## src/efl_cfg.svh

```systemverilog
// Constants of the embedded-clock display link framer.
// Assumes inclusion by the package and the design modules by bare name.
`ifndef EFL_CFG_SVH
`define EFL_CFG_SVH

// Frame and word geometry
`define EFL_FRAME_W 28
`define EFL_DATA_W 24
`define EFL_COLOR_W 18
`define EFL_GP_W 3
`define EFL_OFF_W 5
`define EFL_WIN_W 56

// Balance limit: more ones than this inverts the word
`define EFL_BAL_LIMIT 5'h0C
// Scramble pattern applied when scrambling is on
`define EFL_SCR_PATTERN 24'h5AC396
// Consecutive good frames before lock
`define EFL_LOCK_FRAMES 3'h4

// Register offsets
`define EFL_ADDR_W 4
`define EFL_REG_CTRL 4'h0
`define EFL_REG_STATUS 4'h4
`define EFL_REG_MASK 4'h8
`define EFL_REG_STATE 4'hC

// Reset values
`define EFL_CTRL_RST 2'h1
`define EFL_MASK_RST 3'h0

// Event bit positions
`define EFL_EVT_W 3
`define EFL_EVT_GAIN 0
`define EFL_EVT_LOST 1
`define EFL_EVT_ALIGN 2

`endif

```

## src/efl_pkg.sv

```systemverilog
// Types shared by the framer modules.
// Assumes efl_cfg.svh is reachable by bare name.
`include "efl_cfg.svh"

package efl_pkg;

	// Parallel user word, colour in the low bits
	typedef struct packed {
		logic [`EFL_GP_W-1:0] gp;
		logic active_video;
		logic vertical_sync;
		logic horizontal_sync;
		logic [`EFL_COLOR_W-1:0] color;
	} efl_word_t;

	// Serial frame, most significant bit sent first
	typedef struct packed {
		logic clock_high_bit;
		logic [`EFL_DATA_W-1:0] data;
		logic link_control_bit_a;
		logic link_control_bit_b;
		logic clock_low_bit;
	} efl_frame_t;

	// Receive alignment states
	typedef enum logic [2:0] {
		EFL_RX_HUNT = 3'b001,
		EFL_RX_VERIFY = 3'b010,
		EFL_RX_LOCKED = 3'b100
	} efl_rx_state_t;

	// Control register
	typedef struct packed {
		logic emph_en;
		logic scr_en;
	} efl_ctrl_t;

	// Whole state of the framer
	typedef struct packed {
		efl_frame_t tx_frame;
		logic [`EFL_FRAME_W-1:0] tx_emph;
		logic tx_stb;
		logic swing;
		logic [`EFL_FRAME_W-1:0] rx_prev;
		logic [`EFL_OFF_W-1:0] rx_off;
		efl_rx_state_t rx_state;
		logic [2:0] rx_cnt;
		efl_word_t rx_word;
		logic rx_stb;
		logic locked;
		efl_ctrl_t ctrl;
		logic [`EFL_EVT_W-1:0] status;
		logic [`EFL_EVT_W-1:0] mask;
		logic [31:0] rdata;
		logic irq;
	} efl_state_t;

endpackage : efl_pkg

```

## src/efl_framer.sv

```systemverilog
// Embedded-clock display link framer: transmit framing and receive alignment.
// Assumes pixel clock and data pins are asynchronous to CLK_IN and far slower;
// software drives a plain register port in the CLK_IN domain.
//
// The register offsets and strobed register access were chosen for this implementation.
`timescale 1ns/100ps
`default_nettype none
`include "efl_cfg.svh"

// Operation
// - Frame is 28 bits, 24 data
// - Clock bits fixed one then zero
// - One frame per pixel clock period
// - Word: 18 colour, 3 strobes, 3 spare
// - Control bits carry coding and mode
// - Balance and scramble data; receiver inverts
// - Sync strobes carried and reproduced
// - Align from stream alone, hot plug
// - Lock output shows link status
// - Emphasis only on changed bits
// - Swing select drives output amplitude
module efl_framer
	import efl_pkg::*;
(
	input wire logic CLK_IN,
	input wire logic SYS_RST_IN,
	input wire logic PIX_CLK_IN,
	input wire logic SWING_SEL_IN,
	input wire logic [`EFL_DATA_W-1:0] TX_WORD_IN,
	input wire logic [`EFL_FRAME_W-1:0] RX_FRAME_IN,
	input wire logic [`EFL_ADDR_W-1:0] ADDR_IN,
	input wire logic [31:0] WDATA_IN,
	input wire logic WR_IN,
	input wire logic RD_IN,
	output logic [`EFL_FRAME_W-1:0] TX_FRAME_OUT,
	output logic TX_FRAME_STB_OUT,
	output logic [`EFL_FRAME_W-1:0] TX_EMPH_OUT,
	output logic TX_SWING_OUT,
	output logic [`EFL_DATA_W-1:0] RX_WORD_OUT,
	output logic RX_WORD_STB_OUT,
	output logic RX_LOCKED_OUT,
	output logic [31:0] RDATA_OUT,
	output logic IRQ_OUT
);

	localparam int SYNC_W = `EFL_FRAME_W + `EFL_DATA_W + 2;
	// Reset image of the state
	localparam efl_state_t EFL_RST = '{
		rx_state: EFL_RX_HUNT,
		ctrl: efl_ctrl_t'(`EFL_CTRL_RST),
		mask: `EFL_MASK_RST,
		default: '0
	};

	efl_state_t r; // Registered state
	efl_state_t next_r; // Next state

	logic [SYNC_W-1:0] pins_sync; // Synchronised pins
	logic pix_fall; // Middle of pixel period
	logic swing_s; // Synced swing select
	efl_word_t tx_word_s; // Synced transmit word
	logic [`EFL_FRAME_W-1:0] rx_in_s; // Synced received frame
	logic [`EFL_DATA_W-1:0] enc_data; // Encoded payload
	logic enc_inv; // Encode inverted flag
	efl_frame_t tx_next; // Frame being built
	logic [`EFL_FRAME_W-1:0] tx_vec; // Frame as bits
	logic [`EFL_WIN_W-1:0] win; // Two frames of stream
	logic [`EFL_WIN_W-1:0] win_sh; // Window at chosen offset
	efl_frame_t rx_al; // Aligned received frame
	logic [`EFL_FRAME_W-1:0] cand; // Edge found per offset
	logic hunt_hit; // Some offset has the edge
	logic [`EFL_OFF_W-1:0] hunt_off; // Lowest such offset
	logic [`EFL_DATA_W-1:0] dec_data; // Decoded payload
	logic [`EFL_EVT_W-1:0] evt; // Events this cycle
	logic rd_status; // Status read clears

	////////////////////////////////////////////////////////////////
	// Pin synchronisers, pixel clock in bit 0
	efl_sync #(
		.W(SYNC_W)
	) u_sync (
		.clk_in(CLK_IN),
		.rst_in(SYS_RST_IN),
		.pins_in({RX_FRAME_IN, TX_WORD_IN, SWING_SEL_IN, PIX_CLK_IN}),
		.sync_out(pins_sync),
		.fall_out(pix_fall)
	);

	assign swing_s = pins_sync[1];
	assign tx_word_s = efl_word_t'(pins_sync[`EFL_DATA_W+1:2]);
	assign rx_in_s = pins_sync[SYNC_W-1:`EFL_DATA_W+2];

	////////////////////////////////////////////////////////////////
	// Transmit payload conditioning
	efl_codec #(
		.DECODE(1'b0)
	) u_enc (
		.data_in(tx_word_s),
		.scr_en_in(r.ctrl.scr_en),
		.inv_in(1'b0),
		.data_out(enc_data),
		.inv_out(enc_inv)
	);

	// Frame assembly, clock high first and clock low last
	always_comb
	begin
		tx_next.clock_high_bit = 1'b1;
		tx_next.data = enc_data;
		tx_next.link_control_bit_a = enc_inv;
		tx_next.link_control_bit_b = r.ctrl.scr_en;
		tx_next.clock_low_bit = 1'b0;
		tx_vec = tx_next;
	end

	////////////////////////////////////////////////////////////////
	// Receive alignment search over two frames of stream
	assign win = {r.rx_prev, rx_in_s};

	// Offset k holds a frame when clock high leads and clock low trails
	for (genvar k = 0; k < `EFL_FRAME_W; k++)
	begin : g_cand
		assign cand[k] = win[`EFL_WIN_W-1-k] & ~win[`EFL_FRAME_W-k];
	end

	// Pick the lowest offset with the edge
	always_comb
	begin
		hunt_hit = |cand;
		hunt_off = '0;
		for (int k = `EFL_FRAME_W - 1; k >= 0; k--)
		begin
			if (cand[k])
			begin
				hunt_off = `EFL_OFF_W'(k);
			end
		end
	end

	assign win_sh = win << r.rx_off;
	assign rx_al = efl_frame_t'(win_sh[`EFL_WIN_W-1:`EFL_FRAME_W]);

	// Receive payload recovery
	efl_codec #(
		.DECODE(1'b1)
	) u_dec (
		.data_in(rx_al.data),
		.scr_en_in(rx_al.link_control_bit_b),
		.inv_in(rx_al.link_control_bit_a),
		.data_out(dec_data),
		.inv_out()
	);

	assign rd_status = RD_IN && (ADDR_IN == `EFL_REG_STATUS);

	////////////////////////////////////////////////////////////////
	// Next state of the whole framer
	always_comb
	begin
		next_r = r;
		evt = '0;
		next_r.tx_stb = 1'b0;
		next_r.rx_stb = 1'b0;
		next_r.swing = swing_s;
		// Transmit: one frame per pixel period
		if (pix_fall)
		begin
			next_r.tx_frame = tx_next;
			next_r.tx_stb = 1'b1;
			// Extra drive only where a bit differs from the one before
			if (r.ctrl.emph_en)
			begin
				next_r.tx_emph = tx_vec ^ {r.tx_frame.clock_low_bit, tx_vec[`EFL_FRAME_W-1:1]};
			end
			else
			begin
				next_r.tx_emph = '0;
			end
		end
		// Receive: one step per pixel period
		if (pix_fall)
		begin
			next_r.rx_prev = rx_in_s;
			case (r.rx_state)
				EFL_RX_HUNT:
				begin
					// Any edge starts a trial, no training needed
					if (hunt_hit)
					begin
						next_r.rx_off = hunt_off;
						next_r.rx_cnt = 3'h1;
						next_r.rx_state = EFL_RX_VERIFY;
					end
				end
				EFL_RX_VERIFY:
				begin
					// Same position again in the next frame
					if (cand[r.rx_off])
					begin
						next_r.rx_cnt = r.rx_cnt + 3'h1;
						if (r.rx_cnt == `EFL_LOCK_FRAMES - 3'h1)
						begin
							next_r.rx_state = EFL_RX_LOCKED;
							next_r.locked = 1'b1;
							evt[`EFL_EVT_GAIN] = 1'b1;
						end
					end
					else
					begin
						next_r.rx_state = EFL_RX_HUNT;
						evt[`EFL_EVT_ALIGN] = 1'b1;
					end
				end
				EFL_RX_LOCKED:
				begin
					// Deliver the word, or drop lock on a missed edge
					if (cand[r.rx_off])
					begin
						next_r.rx_word = efl_word_t'(dec_data);
						next_r.rx_stb = 1'b1;
					end
					else
					begin
						next_r.rx_state = EFL_RX_HUNT;
						next_r.locked = 1'b0;
						evt[`EFL_EVT_LOST] = 1'b1;
					end
				end
				default:
				begin
					next_r.rx_state = EFL_RX_HUNT;
					next_r.locked = 1'b0;
				end
			endcase
		end
		// Register writes
		if (WR_IN && (ADDR_IN == `EFL_REG_CTRL))
		begin
			next_r.ctrl = efl_ctrl_t'(WDATA_IN[1:0]);
		end
		if (WR_IN && (ADDR_IN == `EFL_REG_MASK))
		begin
			next_r.mask = WDATA_IN[`EFL_EVT_W-1:0];
		end
		// Read data for the next cycle only
		next_r.rdata = '0;
		if (RD_IN)
		begin
			case (ADDR_IN)
				`EFL_REG_CTRL: next_r.rdata = 32'(r.ctrl);
				`EFL_REG_STATUS: next_r.rdata = 32'(r.status);
				`EFL_REG_MASK: next_r.rdata = 32'(r.mask);
				`EFL_REG_STATE: next_r.rdata = 32'({r.rx_off, r.rx_state, r.locked});
				default: next_r.rdata = '0;
			endcase
		end
		// Sticky status: read clears, a new event wins
		next_r.status = (rd_status ? '0 : r.status) | evt;
		next_r.irq = |(next_r.status & next_r.mask);
	end

	// State registers
	always_ff @(posedge CLK_IN or posedge SYS_RST_IN)
	begin
		if (SYS_RST_IN)
		begin
			r <= EFL_RST;
		end
		else
		begin
			r <= next_r;
		end
	end

	////////////////////////////////////////////////////////////////
	// Outputs straight from the state
	assign TX_FRAME_OUT = r.tx_frame;
	assign TX_FRAME_STB_OUT = r.tx_stb;
	assign TX_EMPH_OUT = r.tx_emph;
	assign TX_SWING_OUT = r.swing;
	assign RX_WORD_OUT = r.rx_word;
	assign RX_WORD_STB_OUT = r.rx_stb;
	assign RX_LOCKED_OUT = r.locked;
	assign RDATA_OUT = r.rdata;
	assign IRQ_OUT = r.irq;
endmodule : efl_framer

`default_nettype wire

```

## src/efl_sync.sv

```systemverilog
// Two-stage synchroniser for pins, with a falling-edge pulse on bit 0.
// Assumes inputs are asynchronous to clk_in.
`timescale 1ns/100ps
`default_nettype none

module efl_sync
	import efl_pkg::*;
#(
	parameter int W = 1
)
(
	input wire logic clk_in,
	input wire logic rst_in,
	input wire logic [W-1:0] pins_in,
	output logic [W-1:0] sync_out,
	output logic fall_out
);

	// Synchroniser state
	typedef struct packed {
		logic [W-1:0] meta;
		logic [W-1:0] sync;
		logic last0;
	} efl_sync_state_t;

	efl_sync_state_t r; // Registered state
	efl_sync_state_t next_r; // Next state

	////////////////////////////////////////////////////////////////
	// Next state: first stage feeds only the second
	always_comb
	begin
		next_r = r;
		next_r.meta = pins_in;
		next_r.sync = r.meta;
		next_r.last0 = r.sync[0];
	end

	// State registers
	always_ff @(posedge clk_in or posedge rst_in)
	begin
		if (rst_in)
		begin
			r <= '0;
		end
		else
		begin
			r <= next_r;
		end
	end

	assign sync_out = r.sync;
	assign fall_out = r.last0 & ~r.sync[0];

endmodule : efl_sync

`default_nettype wire

```

## src/efl_codec.sv

```systemverilog
// Payload balance and scramble codec, encode or decode by parameter.
// Assumes the caller registers the outputs.
`timescale 1ns/100ps
`default_nettype none
`include "efl_cfg.svh"

module efl_codec
	import efl_pkg::*;
#(
	parameter bit DECODE = 1'b0
)
(
	input wire logic [`EFL_DATA_W-1:0] data_in,
	input wire logic scr_en_in,
	input wire logic inv_in,
	output logic [`EFL_DATA_W-1:0] data_out,
	output logic inv_out
);

	logic [`EFL_DATA_W-1:0] scr_mask; // Scramble mask
	logic [`EFL_DATA_W-1:0] scrambled; // Encode: after scramble
	logic [4:0] ones [`EFL_DATA_W:0]; // Running count of ones

	assign scr_mask = scr_en_in ? `EFL_SCR_PATTERN : '0;
	assign scrambled = data_in ^ scr_mask;
	assign ones[0] = 5'h00;

	// Count ones of the scrambled word
	for (genvar i = 0; i < `EFL_DATA_W; i++)
	begin : g_count
		assign ones[i+1] = ones[i] + {4'h0, scrambled[i]};
	end

	////////////////////////////////////////////////////////////////
	// Encode inverts heavy words; decode undoes both steps
	always_comb
	begin
		if (DECODE)
		begin
			inv_out = inv_in;
			data_out = (inv_in ? ~data_in : data_in) ^ scr_mask;
		end
		else
		begin
			inv_out = ones[`EFL_DATA_W] > `EFL_BAL_LIMIT;
			data_out = inv_out ? ~scrambled : scrambled;
		end
	end

endmodule : efl_codec

`default_nettype wire

```

## config.mk

```make
export PLATFORM = sky130hd
export DESIGN_NAME = efl_framer
export DESIGN_NICKNAME = d
export VERILOG_FILES = /design/src/efl_pkg.sv /design/src/efl_framer.sv /design/src/efl_sync.sv /design/src/efl_codec.sv
export VERILOG_INCLUDE_DIRS = /design/src
export SDC_FILE = /design/constraint.sdc
export NUM_CORES = 1
export LEC_CHECK = 0
export ABC_AREA = 1
export BUFFER_PORTS_ARGS = -buffer_cell sky130_fd_sc_hd__buf_4
export CAP_MARGIN = 20
export CORE_UTILIZATION = 51
export CTS_BUF_LIST = sky130_fd_sc_hd__clkbuf_16
export CTS_CLUSTER_DIAMETER = 80
export DETAILED_ROUTE_END_ITERATION = 8
export GPL_TIMING_DRIVEN = 0
export HOLD_SLACK_MARGIN = 0.02
export PLACE_DENSITY_LB_ADDON = 0.1
export SLEW_MARGIN = 20
export SYNTH_ARGS = -nofsm -noshare
export SYNTH_HDL_FRONTEND = slang
export SYNTH_SLANG_ARGS = --single-unit
```

## constraint.sdc

```tcl
create_clock -name CLK_IN -period 18.5 [get_ports CLK_IN]
set_input_delay 0.925 -clock CLK_IN [delete_from_list [all_inputs] [get_ports CLK_IN]]
set_output_delay 0.925 -clock CLK_IN [all_outputs]
set_load 0.1 [all_outputs]
```

==> metrics.yaml, run 1 <==
status:
  status: "complete, no violations"
floorplan:
  core-area_sq_um: 25250
  rows: 58
  die_h_um: 162.8
  initial_core_util: 0.5223
  die_w_um: 162.8
  die-area_sq_um: 26510
  io_pins: 211
worst_hold_path:
  hold_depth: 0
  hold_path_class: "flop to flop"
  hp-start: "u_sync.next_r[49]"
  whs_endpoint: "u_sync.sync_out[48]"
clock_tree:
  hold_buffers: 0
  clkTransAtPathRegs_ps: 70
  cts_buffer_depth: 3
  htreeDepth: 1
  cts_resized: 0
  postCtsSetupBuffers: 0
  cts_sinks: 249
  worst_skew_pair.late_latency_ps: 580
  numCtsBuffers: 28
  cts-root-buf: "clkbuf_16"
  cts_tree: "built"
sta:
  rsz0062_at_grt: "no"
  min_period_over_period: 0.4179
  finalSetupViolCount: 0
  slew_viol_final: 0
  fin_setup_tns_ps: 0
  timing.fmax_ghz: 0.1293
  period_needed_ps: 7732
  worst_clock_skew_ps: 29.89
  worst_slew_pin_slew_ps: 1018
  slew_headroom: 0.3202
  hold_viol_final: 0
setup_path:
  startpoint_type: "flop"
  slowest_delay_ps: 870
  reg2regPathDepth: 21
  critPathCaptureType: "flop"
  reg2reg_to: "TX_FRAME_OUT[19]"
  arrival_ps: 8220
  r2r_slack_ps: 10770
  timing.rr.start: "r[39]"
  slowest_stage: "o311ai_2"
  crit_chain: "clkbuf_1, buf_2, xor2_1, ha_1, inv_1, fa_1, inv_1, fa_1, fa_1, inv_1, fa_1, fa_1, inv_1, fa_1, fa_1, nand2_1, o21ai_0, o311ai_2, nand2_2, clkbuf_1, o21ai_0"
  worstSetupStartpoint: "r[39]"
  cp.required_ps: 18990
  path_class: "flop to flop"
  path_common_cell: "fa_1"
  cp_max_fo: 10
grt:
  grt_pass1_vias: 11210
  grt_pass1_wl_mm: 61.32
  gr-total-overflow: 0
  antenna_found_initial: 0
  grtUsageTotal: 0.3050
  grt_max_degree: 96
flow_run:
  maxCapViolCount: 0
final_layout:
  stdcell_count: 2083
  drive_above_1_share: 0.2139
  fin_util: 0.6271
  diodes: 0
  fin_nets: 1851
  area_growth_syn_to_layout_pct: 20.06
  fillers: 2185
logic_synthesis:
  synth_ff_type: "dfrtp_1"
  synth_edf_count: 0
  synth_top_family_by_area: "simple AND/OR/NAND/NOR gates"
  synth_compound_area_frac: 0.1389
  netlist_area_sq_um: 13190
  yosysSeqAreaShare: 0.4725
  yosys.area_share.xor_xnor: 0.05188
  synthMuxAreaShare: 0.02362
  synth-simple-area-share: 0.1509
  synth_cell_types: 53
  synth_area_per_cell_sq_um: 8.684
  yosys_warnings: 0
  syn_inst: 1519
  synthArstFlopShare: 1.000
  ys_seq_elements: 249
  synth_fa_ha_area_frac: 0.03434
detailed_routing:
  viasPerCell: 5.315
  vias: 11070
  wl_per_cell_um: 18.86
  drtAntennaViolNets: 0
  drt_first_iter_violations: 934
  first_pass_iters: 6
  wl_mm: 39.28
  drc: 0
placement:
  gp_congestion: 1.034
  port_buffers: 157
  dp_cells: 2031
  dp_hpwl_mm: 29.39
metal layers:
| layer | global-route usage | up-vias | wire (um) |
|---|---|---|---|
| li1 | - | 5213 | - |
| met1 | 0.3846 | 5337 | 15970 |
| met2 | 0.5242 | 416 | 19260 |
| met3 | 0.04304 | 105 | 2382 |
| met4 | 0.1283 | 0 | 1658 |
| met5 | 0 | - | 0 |
registers in the layout (all words and copies together) (netlist names):
name,flops
IRQ_OUT,1
RDATA_OUT,9
RX_LOCKED_OUT,1
RX_WORD_OUT,24
RX_WORD_STB_OUT,1
TX_EMPH_OUT,28
TX_FRAME_OUT,27
TX_FRAME_STB_OUT,1
TX_SWING_OUT,1
r,47
u_sync.next_r,54
u_sync.r,1
u_sync.sync_out,54
cell usage after synthesis, drive strengths merged, types with 3 or more instances:
library cell / n / area share
a21oi: 63 / 0.025
a221oi: 3 / 0.0020
a22oi: 4 / 0.0023
a31oi: 9 / 0.0043
a32oi: 5 / 0.0033
buf: 159 / 0.087
clkbuf: 29 / 0.0083
dfrtp: 247 / 0.47
fa: 17 / 0.026
ha: 9 / 0.0085
inv: 111 / 0.032
mux2i: 30 / 0.023
nand2: 359 / 0.10
nand3: 34 / 0.013
nor2: 87 / 0.026
nor3: 17 / 0.0064
o211ai: 9 / 0.0051
o21ai: 217 / 0.084
o22ai: 10 / 0.0047
o311ai: 3 / 0.0026
or2: 5 / 0.0024
xnor2: 40 / 0.027
xor2: 36 / 0.025
cells by family (layout without fill, tap and decap cells):
| logic type | after synthesis | count (layout) |
|---|---|---|
| buffers and inverters | 300 | 511 |
| other | 1 | 24 |
| and+or+nand+nor | 504 | 504 |
| adders and majority gates | 26 | 26 |
| muxes | 31 | 31 |
| xor gates and xnor gates | 76 | 76 |
| DFF | 249 | 249 |
| AOI/OAI and AO/OA | 332 | 332 |
how the worst max path moves through the flow:
stage	to	slack, ps	depth (start not counted)
2_1_floorplan	IRQ_OUT	10740	1
3_3_place_gp	RX_WORD_OUT[12]	8280	2
6_report	TX_FRAME_OUT[19]	10770	21
5_1_grt	TX_FRAME_OUT[15]	10450	21
4_1_cts	TX_FRAME_OUT[24]	10790	21
3_5_place_dp	TX_FRAME_OUT[14]	10850	21
cells in the final DEF (no fill, tap or decap), types with 19 or more instances in the layout:
master,n
clkbuf_16,28
nand2_1,357
buf_4,273
mux2i_1,30
conb_1,24
nor2_1,84
o21ai_0,181
inv_1,108
buf_2,19
xor2_1,35
nand3_1,34
a21oi_1,60
xnor2_1,40
clkbuf_1,29
o21ai_1,32
dfrtp_1,247
cell type report:
cell class | count | area [sq um] | area share
Sequential cell | 249 | 6233 | 0.3936
Buffer | 188 | 1262 | 0.07971
Inverter | 112 | 427.9 | 0.02702
Tap cell | 330 | 412.9 | 0.02607
Timing Repair Buffer | 159 | 1234 | 0.07790
Clock inverter | 24 | 205.2 | 0.01296
Multi-Input combinational cell | 993 | 5361 | 0.3385
Clock buffer | 28 | 700.7 | 0.04424
worst max-delay path: cells and delay by family, from the launching register on:
kind | cells | cell delay (ps)
adder cells (fa/ha/maj) | 8 | 3500
AND/OR/NAND/NOR | 2 | 420
buffers and inverters | 7 | 1720
XOR/XNOR | 1 | 260
AO/OA/AOI/OAI | 3 | 1190
flip-flops | 1 | 510
stage by stage:
stage | hold slack, ps | setup WS (ps) | cell area, sq um
after floorplan | 331.2 | 10740 | 13280
after global placement | 331.2 | 8285 | 14870
after detailed placement | 334.7 | 10850 | 14930
after CTS | 340.3 | 10790 | 15840
after global routing | 350.1 | 10450 | 15840
final | 337.7 | 10770 | 15840
Power of run 1 is left out: the tool's default activity adds up to more than one toggle a clock period on the data nets, which glitch-free logic cannot reach.
==> inputs of run 2 (changes only) <==
Clock period 18.5 ns to 7.95 ns, I/O delays scaled along.
==> metrics.yaml, run 2 (synthesis gave the netlist of run 1 again) <==
clock_tree:
  cts-root-buf: "clkbuf_16"
  cts_tree: "built"
  clkTransAtPathRegs_ps: 70  # about the same
  cts_buffer_depth: 3  # unchanged
  htreeDepth: 1  # unchanged
  worst_skew_pair.late_latency_ps: 580  # about the same
  numCtsBuffers: 28  # unchanged
  cts_sinks: 249  # unchanged
  postCtsSetupBuffers: 0  # unchanged
grt:
  gr-total-overflow: 0  # unchanged
  antenna_found_initial: 0  # unchanged
  grt_pass1_wl_mm: 63.06  # +2.8%
  grtUsageTotal: 0.3137  # +0.008701
  grt_pass1_vias: 11540  # +2.9%
  grt_max_degree: 96  # unchanged
floorplan:
  rows: 58  # unchanged
  io_pins: 211  # unchanged
  initial_core_util: 0.5223  # unchanged
  die-area_sq_um: 26510  # unchanged
  die_w_um: 162.8  # unchanged
  die_h_um: 162.8  # unchanged
  core-area_sq_um: 25250  # unchanged
setup_path:
  startpoint_type: "flop"
  cp.required_ps: 8440  # -10550 ps
  critPathCaptureType: "flop"
  critPathTopFamily: "adder cells"
  path_common_cell: "fa_1"
  crit_chain: "clkbuf_1, buf_2, xor2_1, ha_1, inv_1, fa_1, inv_1, fa_1, fa_1, inv_1, fa_1, fa_1, inv_1, fa_1, fa_1, nand2_1, o21ai_0, o311ai_4, nand2_2, clkbuf_1, o21ai_0"
  cp_max_fo: 10  # unchanged
  path_class: "flop to flop"
  crit_buf_inv: 7  # unchanged
  slowest_stage: "o311ai_4"
  slowest_delay_ps: 630  # -240 ps
  arrival_ps: 7930  # -290 ps
flow_run:
  maxCapViolCount: 0  # unchanged
final_layout:
  diodes: 0  # unchanged
  layout_commonest_cell: "nand2_1"
  drive_above_1_share: 0.2073  # -0.006622
  fin_nets: 1907  # +3.0%
  layout_common_cells: "nand2_1 (357), buf_4 (273), dfrtp_1 (247)"
  area_growth_syn_to_layout_pct: 24.39
sta:
  timing.final.ws_setup_ps: 504.4  # -10260 ps
  slew_viol_final: 0  # unchanged
  worst_slew_pin_slew_ps: 787.0  # -231.0 ps
  min_period_over_period: 0.9365  # +0.5186
  timing.fmax_ghz: 0.1343  # +3.8%
  rsz0062_at_grt: "no"
  period_needed_ps: 7446  # -286.1 ps
  hold_viol_final: 0  # unchanged
  finalSetupViolCount: 0  # unchanged
  slew_headroom: 0.4686  # +0.1484
  worst_clock_skew_ps: 33.29  # +3.396 ps
detailed_routing:
  wl_per_cell_um: 18.96  # +0.57%
  viasPerCell: 5.268  # -0.88%
  wl_mm: 40.56  # +3.3%
  first_pass_iters: 7  # +1
  drtAntennaViolNets: 0  # unchanged
  drt_first_iter_violations: 871  # -6.7%
  drc: 0  # unchanged
  vias: 11270  # +1.8%
placement:
  port_buffers: 157  # unchanged
  gp_congestion: 1.034  # unchanged
  dp_hpwl_mm: 29.39  # unchanged
  post-place-ws_ps: 296.9  # -10550 ps
worst_hold_path:
  hold_path_class: "input pin to flop"
status:
  status: "complete, no violations"
==> run 2: layout make-up <==
type	count	area [sq um]
Inverter	112	427.9
Timing Repair Buffer	215	1794
Tap cell	330	412.9
Clock inverter	24	205.2
Clock buffer	28	700.7
Buffer	188	1262
Sequential cell	249	6233
Multi-Input combinational cell	993	5371
Fill cell	2096	8846
==> run 2: stage by stage <==
| stage | area (sq um) | utilization | setup TNS, ps | std cells | hold WS (ps) |
|---|---|---|---|---|---|
| after floorplan | 13280 | - | 0 | 1542 | 331.2 |
| final | 16410 | 0.6497 | 0 | 2139 | 74.18 |
| after global routing | 16410 | 0.6497 | 0 | 2139 | 71.36 |
| after detailed placement | 14930 | 0.5913 | 0 | 2031 | 334.7 |
| after global placement | 14870 | 0.5888 | -422200 | 2029 | 331.2 |
| after CTS | 16400 | 0.6493 | 0 | 2139 | 58.55 |
==> run 2: worst register-to-register path: cells and delay by family (launching register included) <==
kind | cells | cell delay, ps
xor gates and xnor gates | 1 | 270
AOI/OAI and AO/OA | 3 | 980
adders and majority gates | 8 | 3520
DFF | 1 | 510
and+or+nand+nor | 2 | 380
buffers and inverters | 7 | 1700
==> run 2: path summary, 6_finish.rpt <==
check / startpoint / end / slack, ps / cells after the start
hold reg to reg: u_sync.next_r[49] / u_sync.sync_out[48] / 340 / 0
setup / recovery: r[39] / TX_FRAME_OUT[19] / 500 / 21
setup reg to reg: r[39] / TX_FRAME_OUT[19] / 500 / 21
min in group asynchronous: SYS_RST_IN / TX_EMPH_OUT[2] / 430 / 3
max in group asynchronous: SYS_RST_IN / r[39] / 6640 / 4
hold / removal: WDATA_IN[2] / r[35] / 70 / 2
==> run 2: per-layer routing <==
metal | vias to the layer above | track usage | share of wire
met4 | 0 | 0.1296 | 0.042
met2 | 399 | 0.5489 | 0.50
met5 | - | 0 | 0
met3 | 99 | 0.04660 | 0.061
met1 | 5447 | 0.3865 | 0.40
li1 | 5324 | - | -
==> run 2: what timing repair did <==
item                                    4_1_cts  5_1_grt
gates resized for setup                       0        1
hold buffers                                 56        0
endpoints found under the hold margin       135        0
endpoints found under the setup margin        0        9
Power of run 2 is left out for the same reason.
==> inputs of run 3 (changes only) <==
Settings changed: BUFFER_PORTS_ARGS -buffer_cell sky130_fd_sc_hd__buf_4 to not set, DONT_BUFFER_PORTS set to 1.
==> metrics.yaml, run 3 (synthesis gave the netlist of run 1 again) <==
clock_tree:
  clkTransAtPathRegs_ps: 60  # about the same
  cts_buffer_depth: 3  # unchanged
  worst_skew_pair.late_latency_ps: 570  # about the same
  cts_tree: "built"
  htreeDepth: 1  # unchanged
  numCtsBuffers: 27  # -3.6%
  postCtsSetupBuffers: 0  # unchanged
  cts_sinks: 249  # unchanged
  cts-root-buf: "clkbuf_16"
detailed_routing:
  wl_mm: 38.46  # -5.2%
  vias: 10560  # -6.3%
  wl_met1_mm: 15.72  # -2.8%
  first_pass_iters: 6  # -1
  viasPerCell: 5.326  # +1.1%
  drtAntennaViolNets: 0  # unchanged
  dr_wl_met3_mm: 2.384  # -3.5%
  wl_met2_mm: 18.74  # -7.4%
  wl_per_cell_um: 19.39  # +2.3%
  top_layer: "met4"
  drt_first_iter_violations: 1040  # +19%
  drc: 0  # unchanged
sta:
  hold_viol_final: 0  # unchanged
  finalSetupViolCount: 0  # unchanged
  worst_clock_skew_ps: 22.91  # -10.38 ps
  holdWs_ps: 30.00  # -44.17 ps
  slew_headroom: 0.3528  # -0.1158
  timing.fmax_ghz: 0.1342  # about the same
  slew_viol_final: 0  # unchanged
  period_needed_ps: 7450  # +4.375 ps
  rsz0062_at_grt: "no"
  fin_setup_tns_ps: 0  # unchanged
  min_period_over_period: 0.9371  # about the same
  worst_slew_pin_slew_ps: 970.8  # +183.8 ps
final_layout:
  fillers: 2252  # +7.4%
  fin_nets: 1751  # -8.2%
  area_growth_syn_to_layout_pct: 15.44
  layout_commonest_cell: "nand2_1"
  layout_common_cells: "nand2_1 (357), dfrtp_1 (247), o21ai_0 (181)"
  drive_above_1_share: 0.1308  # -0.07655
status:
  status: "complete, no violations"
placement:
  port_buffers: 0  # -100%
  gp_congestion: 1.004  # -2.9%
  dp_hpwl_mm: 28.66  # -2.5%
setup_path:
  critPathCaptureType: "flop"
  cp.required_ps: 8410  # -30 ps
  arrival_ps: 7910  # -20 ps
  startpoint_type: "flop"
  path_class: "flop to flop"
  cp_max_fo: 10  # unchanged
flow_run:
  maxCapViolCount: 0  # unchanged
floorplan:
  die_w_um: 162.8  # unchanged
  initial_core_util: 0.5223  # unchanged
  core-area_sq_um: 25250  # unchanged
  die_h_um: 162.8  # unchanged
  rows: 58  # unchanged
  die-area_sq_um: 26510  # unchanged
  io_pins: 211  # unchanged
grt:
  grtUsageTotal: 0.2973  # -0.01642
  grt_pass1_wl_mm: 59.46  # -5.7%
  antenna_found_initial: 0  # unchanged
  gr-total-overflow: 0  # unchanged
  grt_max_degree: 109  # +14%
  grt_pass1_vias: 10660  # -7.6%
worst_hold_path:
  hold_path_class: "input pin to flop"
==> run 3: cell types whose count changed in the layout (fill, tap and decap cells not counted), sizes merged <==
cell,delta
inv,+3
bufinv,+1
diode,+1
clkinv,-7
dlygate4sd3,+2
clkbuf,-1
buf,-157
clkinvlp,+2
==> run 3: path summary, 6_finish.rpt <==
| path | start | to | slack [ps] | cells after the start |
|---|---|---|---|---|
| setup / recovery | r[39] | TX_FRAME_OUT[21] | 500 | 21 |
| hold / removal | WDATA_IN[0] | r[39] | 30 | 2 |
| setup reg to reg | r[39] | TX_FRAME_OUT[21] | 500 | 21 |
| min in group asynchronous | SYS_RST_IN | r[99] | 400 | 2 |
| max in group asynchronous | SYS_RST_IN | r[70] | 6660 | 3 |
| hold reg to reg | u_sync.next_r[44] | u_sync.sync_out[43] | 350 | 0 |
==> run 3: cell type report <==
class                   instances  area (sq um)  area share
inverters                     112         427.9     0.02810
flip-flops and latches        249          6233      0.4093
repair buffers                 60         635.6     0.04174
clock buffers                  27         675.6     0.04437
diodes                          1         2.502   0.0001643
clock inverters                23         206.4     0.01356
multi-input cells             993          5371      0.3527
well taps                     330         412.9     0.02711
plain buffers                 188          1262     0.08290
==> run 3: metrics by stage <==
stage / instances / utilization / setup WS [ps] / area, sq um
6_report: 1983 / 0.6030 / 500.1 / 15230
5_1_grt: 1982 / 0.6029 / 171.1 / 15230
4_1_cts: 1982 / 0.6025 / 191.7 / 15220
3_5_place_dp: 1874 / 0.5446 / 265.2 / 13750
3_3_place_gp: 1872 / 0.5421 / -1774 / 13690
2_1_floorplan: 1542 / - / 712.5 / 13280
==> run 3: repair_timing <==
| item | CTS | global route |
|---|---|---|
| endpoints found under the setup margin | 0 | 9 |
| resized for setup | 0 | 1 |
| hold endpoints to repair | 118 | 0 |
| hold buffers | 58 | 0 |
==> run 3: critical path, stage by stage (launching register included) <==
cell      delay, ps
dfstp_2         520
clkbuf_1        570
buf_2           490
xor2_1          260
ha_1            270
inv_1            90
fa_1            420
inv_1           110
fa_1            450
fa_1            540
inv_1            50
fa_1            460
fa_1            490
inv_1            50
fa_1            410
fa_1            480
nand2_1          70
o21ai_0         150
o311ai_4        650
nand2_2         310
clkbuf_1        290
o21ai_0         220
==> run 3: per-layer routing <==
layer	up-vias	GRT usage
met1	5093	0.3706
li1	5014	-
met2	357	0.5099
met5	-	0
met3	97	0.05093
met4	0	0.1232
Power of run 3 is left out for the same reason.
